## config.mk

```make
export PLATFORM = sky130hd
export DESIGN_NAME = slsu_shift_unit
export DESIGN_NICKNAME = d
export VERILOG_FILES = /design/src/logic/slsu_pkg.sv /design/src/logic/slsu_shift_core.sv /design/src/logic/slsu_shift_unit.sv
export SDC_FILE = /design/constraint.sdc
export NUM_CORES = 1
export LEC_CHECK = 0
export BUFFER_PORTS_ARGS = -buffer_cell sky130_fd_sc_hd__buf_4
export CAP_MARGIN = 25
export CORE_UTILIZATION = 43
export CTS_CLUSTER_SIZE = 14
export DETAILED_ROUTE_END_ITERATION = 6
export GPL_ROUTABILITY_DRIVEN = 0
export PLACE_DENSITY = 0.76
export SYNTH_ARGS = -nofsm -noshare
export SYNTH_HDL_FRONTEND = slang
export SYNTH_SLANG_ARGS = --single-unit
```

## constraint.sdc

```tcl
create_clock -name core_clk_in -period 1.4 [get_ports core_clk_in]
set_input_delay 0.14 -clock core_clk_in [delete_from_list [all_inputs] [get_ports core_clk_in]]
set_output_delay 0.14 -clock core_clk_in [all_outputs]
set_load 0.02 [all_outputs]
```

## src/logic/slsu_pkg.sv

```systemverilog
package slsu_pkg;

  // ==========================================================
  // Operation select
  typedef enum logic [1:0] {
    arith_shift_left_op,
    arith_shift_right_op,
    logic_shift_left_op,
    no_shift_op
  } slsu_op_e;

  // ==========================================================
  // Destination addressing forms
  typedef enum logic [3:0] {
    mode_reg,
    mode_reg_ind,
    mode_disp8,
    mode_disp16,
    mode_predec,
    mode_postinc,
    mode_abs8,
    mode_abs16,
    mode_imm8,
    mode_imm16
  } slsu_mode_e;

  // ==========================================================
  // Widths and bit positions
  localparam int unsigned SLSU_DATA_W   = 16;
  localparam int unsigned SLSU_BYTE_MSB = 7;
  localparam int unsigned SLSU_WORD_MSB = 15;
  localparam int unsigned SLSU_REG_W    = 3;

  // ==========================================================
  // Values after reset
  localparam logic [15:0] SLSU_RESULT_RST = 16'h0000;
  localparam logic [15:0] SLSU_ADDR_RST   = 16'h0000;
  localparam logic [2:0]  SLSU_REGNUM_RST = 3'h0;
  localparam logic        SLSU_FLAG_RST   = 1'h0;

  // ==========================================================
  // Cycles from accept to write-back
  localparam int unsigned SLSU_LATENCY = 1;

endpackage

```

## src/logic/slsu_shift_core.sv

```systemverilog
`timescale 1ns/1ps

module slsu_shift_core
  import slsu_pkg::*;
(
  input  wire slsu_pkg::slsu_op_e op_in,
  input  wire logic               word_in,
  input  wire logic [15:0]        operand_in,
  output logic      [15:0]        result_out,
  output logic                    neg_out,
  output logic                    zero_out,
  output logic                    ovf_out,
  output logic                    carry_out
);

  // ==========================================================
  // Combinational single-bit shifter
  logic top_bit;
  logic next_bit;

  always_comb begin
    top_bit  = word_in ? operand_in[SLSU_WORD_MSB] : operand_in[SLSU_BYTE_MSB];
    next_bit = word_in ? operand_in[SLSU_WORD_MSB - 1]
                       : operand_in[SLSU_BYTE_MSB - 1];
    result_out = operand_in;
    carry_out  = 1'h0;
    ovf_out    = 1'h0;
    case (op_in)
      arith_shift_left_op, logic_shift_left_op: begin
        if (word_in) begin
          result_out = {operand_in[14:0], 1'h0}; // RULE2
        end else begin
          result_out = {operand_in[15:8], operand_in[6:0], 1'h0}; // RULE10
        end
        carry_out = top_bit; // RULE2
        if (op_in == arith_shift_left_op) begin
          ovf_out = top_bit ^ next_bit; // RULE9
        end else begin
          ovf_out = 1'h0; // RULE8
        end
      end
      arith_shift_right_op: begin
        if (word_in) begin
          result_out = {operand_in[15], operand_in[15:1]}; // RULE3
        end else begin
          result_out = {operand_in[15:8], operand_in[7], operand_in[7:1]};
        end
        carry_out = operand_in[0]; // RULE4
        ovf_out   = 1'h0; // RULE7
      end
      default: begin
        result_out = operand_in;
      end
    endcase
    neg_out  = word_in ? result_out[SLSU_WORD_MSB]
                       : result_out[SLSU_BYTE_MSB]; // RULE5
    zero_out = word_in ? (result_out == 16'h0000)
                       : (result_out[7:0] == 8'h00); // RULE6
  end

endmodule

```

## src/logic/slsu_shift_unit.sv

```systemverilog
`timescale 1ns/1ps

// Function
// RULE1 - The shifted value goes back to the register or memory it came from.
// RULE2 - Shift left moves bits up, carry takes the old top bit, zero enters.
// RULE3 - Shift right moves bits down and keeps the top bit unchanged.
// RULE4 - Shift right loads carry with the bit leaving the lowest place.
// RULE5 - Negative follows the top bit of the result for right and logical.
// RULE6 - Zero is set when every bit of the sized result is zero.
// RULE7 - Shift right always clears overflow.
// RULE8 - Logical left matches arithmetic left except overflow is cleared.
// RULE9 - Arithmetic left sets overflow when the top bit changes.
// RULE10 - Byte uses bit 7 as its top bit and word uses bit 15.
// RULE11 - Register and memory forms are accepted, immediates are refused.
module slsu_shift_unit
  import slsu_pkg::*;
(
  input  wire logic                 core_clk_in,
  input  wire logic                 nrst_in,
  input  wire logic                 start_in,
  input  wire slsu_pkg::slsu_op_e   op_in,
  input  wire logic                 word_in,
  input  wire slsu_pkg::slsu_mode_e mode_in,
  input  wire logic [2:0]           reg_num_in,
  input  wire logic [15:0]          ea_in,
  input  wire logic [15:0]          operand_in,
  output logic                      busy_out,
  output logic                      done_out,
  output logic                      illegal_out,
  output logic      [15:0]          result_out,
  output logic                      word_out,
  output logic                      reg_we_out,
  output logic      [2:0]           reg_num_out,
  output logic                      mem_we_out,
  output logic      [15:0]          mem_addr_out,
  output logic                      neg_out,
  output logic                      zero_out,
  output logic                      ovf_out,
  output logic                      carry_out
);

  import slsu_pkg::*;

  // ==========================================================
  // Shift datapath
  logic [15:0] sh_result;
  logic        sh_neg;
  logic        sh_zero;
  logic        sh_ovf;
  logic        sh_carry;

  slsu_shift_core u_core (
    .op_in      (op_in),
    .word_in    (word_in),
    .operand_in (operand_in),
    .result_out (sh_result),
    .neg_out    (sh_neg),
    .zero_out   (sh_zero),
    .ovf_out    (sh_ovf),
    .carry_out  (sh_carry)
  );

  // ==========================================================
  // Sequencer
  typedef enum logic [1:0] {st_idle, st_write, st_refuse} slsu_state_e;

  slsu_state_e state_q;
  slsu_state_e state_d;
  logic        accept;
  logic        is_imm;
  logic        is_reg;
  logic        is_shift;

  always_comb begin
    is_imm   = (mode_in == mode_imm8) || (mode_in == mode_imm16); // RULE11
    is_reg   = (mode_in == mode_reg);
    is_shift = (op_in != no_shift_op);
    accept   = start_in && (state_q == st_idle) && is_shift;
    state_d  = st_idle;
    case (state_q)
      st_idle: begin
        if (accept && is_imm) begin
          state_d = st_refuse; // RULE11
        end else if (accept) begin
          state_d = st_write;
        end
      end
      default: begin
        state_d = st_idle;
      end
    endcase
  end

  always_ff @(posedge core_clk_in or negedge nrst_in) begin
    if (!nrst_in) begin
      state_q <= st_idle;
    end else begin
      state_q <= state_d;
    end
  end

  // ==========================================================
  // Write-back and flag registers
  logic [15:0] result_q;
  logic [15:0] result_d;
  logic [15:0] addr_q;
  logic [15:0] addr_d;
  logic [2:0]  regn_q;
  logic [2:0]  regn_d;
  logic        word_q;
  logic        word_d;
  logic        to_reg_q;
  logic        to_reg_d;
  logic [3:0]  flags_q;
  logic [3:0]  flags_d;

  always_comb begin
    result_d = result_q;
    addr_d   = addr_q;
    regn_d   = regn_q;
    word_d   = word_q;
    to_reg_d = to_reg_q;
    flags_d  = flags_q;
    if (accept && !is_imm) begin
      result_d = sh_result;
      addr_d   = ea_in; // RULE1
      regn_d   = reg_num_in; // RULE1
      word_d   = word_in; // RULE10
      to_reg_d = is_reg; // RULE1
      flags_d  = {sh_neg, sh_zero, sh_ovf, sh_carry}; // RULE5 RULE6
    end
  end

  always_ff @(posedge core_clk_in or negedge nrst_in) begin
    if (!nrst_in) begin
      result_q <= SLSU_RESULT_RST;
      addr_q   <= SLSU_ADDR_RST;
      regn_q   <= SLSU_REGNUM_RST;
      word_q   <= SLSU_FLAG_RST;
      to_reg_q <= SLSU_FLAG_RST;
      flags_q  <= {4{SLSU_FLAG_RST}};
    end else begin
      result_q <= result_d;
      addr_q   <= addr_d;
      regn_q   <= regn_d;
      word_q   <= word_d;
      to_reg_q <= to_reg_d;
      flags_q  <= flags_d;
    end
  end

  // ==========================================================
  // Outputs
  always_comb begin
    busy_out     = (state_q != st_idle);
    done_out     = (state_q == st_write);
    illegal_out  = (state_q == st_refuse);
    result_out   = result_q;
    word_out     = word_q;
    reg_we_out   = (state_q == st_write) && to_reg_q; // RULE1
    mem_we_out   = (state_q == st_write) && !to_reg_q; // RULE1
    reg_num_out  = regn_q;
    mem_addr_out = addr_q;
    neg_out      = flags_q[3];
    zero_out     = flags_q[2];
    ovf_out      = flags_q[1];
    carry_out    = flags_q[0];
  end

  // ==========================================================
  // Assertions
  property p_asl_word;
    @(posedge core_clk_in) disable iff (!nrst_in)
    (accept && !is_imm && word_in && op_in == arith_shift_left_op)
    |=> (result_out == {$past(operand_in[14:0]), 1'h0})
        && (carry_out == $past(operand_in[15]));
  endproperty
  a_asl_word: assert property (p_asl_word) // RULE2
    else $error("left shift word result or carry wrong");

  property p_asr_keep_sign;
    @(posedge core_clk_in) disable iff (!nrst_in)
    (accept && !is_imm && op_in == arith_shift_right_op)
    |=> done_out && (neg_out == (word_out ? $past(operand_in[15])
                                          : $past(operand_in[7])));
  endproperty
  a_asr_keep_sign: assert property (p_asr_keep_sign) // RULE3
    else $error("right shift lost the sign bit");

  property p_asr_carry;
    @(posedge core_clk_in) disable iff (!nrst_in)
    (accept && !is_imm && op_in == arith_shift_right_op)
    |=> (carry_out == $past(operand_in[0])) && !ovf_out;
  endproperty
  a_asr_carry: assert property (p_asr_carry) // RULE4
    else $error("right shift carry or overflow wrong");

  property p_neg_flag;
    @(posedge core_clk_in) disable iff (!nrst_in)
    done_out |-> neg_out == (word_out ? result_out[15] : result_out[7]);
  endproperty
  a_neg_flag: assert property (p_neg_flag) // RULE5
    else $error("negative flag disagrees with result");

  property p_zero_flag;
    @(posedge core_clk_in) disable iff (!nrst_in)
    done_out |-> zero_out == (word_out ? (result_out == 16'h0000)
                                       : (result_out[7:0] == 8'h00));
  endproperty
  a_zero_flag: assert property (p_zero_flag) // RULE6
    else $error("zero flag disagrees with result");

  property p_asr_ovf_clear;
    @(posedge core_clk_in) disable iff (!nrst_in)
    (accept && !is_imm && op_in != arith_shift_left_op)
    |=> !ovf_out;
  endproperty
  a_asr_ovf_clear: assert property (p_asr_ovf_clear) // RULE7
    else $error("overflow not cleared");

  property p_lsl_byte;
    @(posedge core_clk_in) disable iff (!nrst_in)
    (accept && !is_imm && !word_in && op_in == logic_shift_left_op)
    |=> (result_out[7:0] == {$past(operand_in[6:0]), 1'h0})
        && (result_out[15:8] == $past(operand_in[15:8]))
        && (carry_out == $past(operand_in[7]));
  endproperty
  a_lsl_byte: assert property (p_lsl_byte) // RULE8
    else $error("logical left byte result wrong");

  property p_asl_ovf;
    @(posedge core_clk_in) disable iff (!nrst_in)
    (accept && !is_imm && word_in && op_in == arith_shift_left_op)
    |=> ovf_out == ($past(operand_in[15]) ^ $past(operand_in[14]));
  endproperty
  a_asl_ovf: assert property (p_asl_ovf) // RULE9
    else $error("left shift overflow wrong");

  property p_dest_same;
    @(posedge core_clk_in) disable iff (!nrst_in)
    (accept && is_reg) |=> reg_we_out && !mem_we_out
                           && (reg_num_out == $past(reg_num_in));
  endproperty
  a_dest_same: assert property (p_dest_same) // RULE1
    else $error("register destination not written back");

  property p_mem_dest;
    @(posedge core_clk_in) disable iff (!nrst_in)
    (accept && !is_reg && !is_imm) |=> mem_we_out && !reg_we_out
                                       && (mem_addr_out == $past(ea_in));
  endproperty
  a_mem_dest: assert property (p_mem_dest) // RULE1
    else $error("memory destination not written back");

  property p_imm_refused;
    @(posedge core_clk_in) disable iff (!nrst_in)
    (accept && is_imm) |=> illegal_out && !reg_we_out && !mem_we_out
                           ##1 !busy_out;
  endproperty
  a_imm_refused: assert property (p_imm_refused) // RULE11
    else $error("immediate destination not refused");

  c_asl_ovf: cover property (@(posedge core_clk_in) disable iff (!nrst_in)
    done_out && ovf_out);
  c_asr_byte: cover property (@(posedge core_clk_in) disable iff (!nrst_in)
    accept && !word_in && op_in == arith_shift_right_op);
  c_mem_write: cover property (@(posedge core_clk_in) disable iff (!nrst_in)
    mem_we_out ##2 reg_we_out);
  c_refuse: cover property (@(posedge core_clk_in) disable iff (!nrst_in)
    illegal_out);

endmodule

```

==> run summary <==
max cap viols = 0
die height = 73.2 µm
io pins = 90
CTS buffer count = 5
# H-tree levels = 2
Final #Nets = 397
final-report setup violation count = 0
Post-synth EDFFs = 0
Synth cell types = 42
status = finished clean
Synth Flop Type = dfrtp_1
clk root buf = clkbuf_8
final period utilization = 0.995
drt total wl = 5.43 mm
crit end category = flop
min cycle time layout = 1.39 ns
Post-Syn Nets = 286
Core ar. = 4790 µm²
grt ovf = 0
RR Startpoint = state_q[1]$_DFF_PN0_
RSZ-0062 raised after global routing = yes
Area after DPL = 3060 µm²
met2 usage = 0.382
area leader, netlist = dfrtp_1
Critical Path Start Type = flop
Area growth syn-to-layout = 49.1%
Leak = 1.67 nW
switching part of the total = 0.340
vias per inst = 5.02
Mapped Cells = 241
first-pass GRT wire length = 9.02 mm
Clock Latency Late Sink = 0.29 ns
Die X = 73.2 µm
M1 GR Usage = 0.266
Max Fclk = 718 MHz
Max clock buf depth = 2
final-report max-slew violation count = 0
All-Layer GR Usage = 0.220
Crit path largest cell delay = 0.41 ns
# rows = 25
arrival time worst endpoint = 1.58 ns
final hold vios = 0
Synth top area share = 0.493
CP max-delay cell = dfrtp_1
final std cell area, no fill = 3250 µm²
starting density of the core = 0.456
number of synthesized register bits = 43
via count = 2110
P_int = 2.50 mW
Synth Cell Area = 2180 µm²
Crit Path Max Fanout = 2
Post-synth ARST share = 1.00
Clock transition at path regs = 0.09 ns
layout cells sized above 1 = 0.405
sequential share of power = 0.425
crit-path cells = nor2_2, nand4_1, buf_4, inv_1, mux2_2
most frequent cells in the layout = buf_4, nand2_1, dfrtp_1, o21ai_0, o22ai_1
Tightest Hold Check Type = in2reg
vias in the first global route = 2044
CTS tree = built
DR DRC count = 0
Sw Pwr = 1.29 mW
worst slew pin tran = 0.520 ns
combinational share of power = 0.358
Top Usage Layer GRT = met2
clock share of power = 0.217
DRT iter0 DRCs = 173
most common cell after layout, fill and taps aside = buf_4
crit path kind = reg2reg
yosys warns = 0
Worst Skew = 0.00684 ns
per-cell routed wire length = 12.9 µm
largest net degree at the start of global routing = 44
Power Density = 1170 nW/µm²
sequential area share after synthesis = 0.493
Max rail drop VDD = 0.000905 V
max_slew headroom = 0.653
fin util = 0.679
initial antenna violation count = 0
TritonRoute pass-1 iters = 4
syn avg cell area = 9.05 µm²
ANT cells = 0
synth top area cells = dfrtp_1, nand2_1, mux2i_1, o31ai_1, o22ai_1
met3 usage = 0.0525
Min-Delay Startpoint = ea_in[1]
setup TNS = 0 ns
DPL Wire Length = 4.10 mm
Worst EP required = 1.58 ns
IO buf count = 89
worst setup path startpoint = state_q[1]$_DFF_PN0_
Routed Antenna Nets = 0
die area = 5360 µm²
clock sink count = 43
Tot Pwr = 3.79 mW
==> power by group through the flow <==
stage | logic (mW) | clock network [mW] | registers (mW)
after floorplan | 0.394 | 0 | 1.89
after global routing | 1.48 | 0.888 | 1.64
after CTS | 1.35 | 0.840 | 1.61
after global placement | 1.31 | 0 | 1.62
final | 1.36 | 0.822 | 1.61
after detailed placement | 1.34 | 0 | 1.62
==> layer usage <==
layer	wire length, µm	vias up
met5	0	-
met4	35	0
met3	313	4
met2	2700	59
met1	2380	997
li1	-	1050
==> final cells by class <==
class / instances / area (µm²)
fill: 426 / 1540
sequential: 43 / 1080
multi-input combinational: 179 / 1050
timing repair buffer: 120 / 931
tap: 67 / 83.8
clock buffer: 6 / 82.6
clock inverter: 2 / 16.3
inverter: 3 / 13.8
==> final timing paths <==
check,endpoint,slack (ns),depth (start not counted)
min in group asynchronous,reg_num_out[0]$_DFFE_PN0P_,0.35,2
max reg2reg,result_out[7]$_DFFE_PN0P_,0.008,5
min reg2reg,result_out[12]$_DFFE_PN0P_,0.48,2
max in group asynchronous,flags_q[0]$_DFFE_PN0P_,0.68,2
max,result_out[7]$_DFFE_PN0P_,0.008,5
min,mem_addr_out[1]$_DFFE_PN0P_,0.02,3
==> kinds of logic after synthesis <==
group / after synthesis / synth area share
compound gates: 55 / 0.174
xor+xnor: 1 / 0.00402
buf+inv: 19 / 0.0493
flops: 43 / 0.493
mux: 10 / 0.0470
simple gates: 113 / 0.232
==> critical path: cells and delay by family, from the launching register on <==
kind / cells / cell delay [ns]
and+or+nand+nor: 2 / 0.25
DFF: 1 / 0.41
buffers and inverters: 2 / 0.28
muxes: 1 / 0.34
==> per-stage QoR <==
step	setup WS (ns)	instances	hold slack [ns]
after floorplan	0.0663	241	-0.156
after global placement	-0.0265	409	0.157
after detailed placement	-0.0960	409	0.160
after CTS	0.00966	420	0.0221
after global routing	-0.0574	420	0.0275
final	0.00761	420	0.0246
==> registers in the layout (all words and copies together) (netlist names) <==
| register | cells |
|---|---|
| state_q | 2 |
| word_out | 1 |
| result_out | 16 |
| flags_q | 4 |
| reg_num_out | 3 |
| to_reg_q | 1 |
| mem_addr_out | 16 |
==> cell usage after synthesis (3+ instances only) <==
cell type / number
clkbuf_1: 6
dfrtp_1: 43
buf_2: 6
o21ai_0: 11
buf_6: 3
o22ai_1: 9
a211oi_1: 3
a21oi_1: 6
o21ai_1: 4
nand2_1: 80
o21a_1: 3
nor2b_1: 8
nor2_1: 7
o31ai_1: 8
nor3b_1: 3
nor3_1: 3
mux2i_1: 8
nand2b_1: 3
==> what timing repair did <==
| item | in CTS | in global routing |
|---|---|---|
| gates resized for setup | 5 | 9 |
| endpoints found under the hold margin | 43 | 0 |
| setup endpoints to repair | 9 | 9 |
| buffers inserted | 2 | 0 |
| cloned | 0 | 0 |
| pin swaps | 2 | 0 |
| hold buffers | 1 | 0 |
Note: power is estimated with default switching activity, not from simulation.
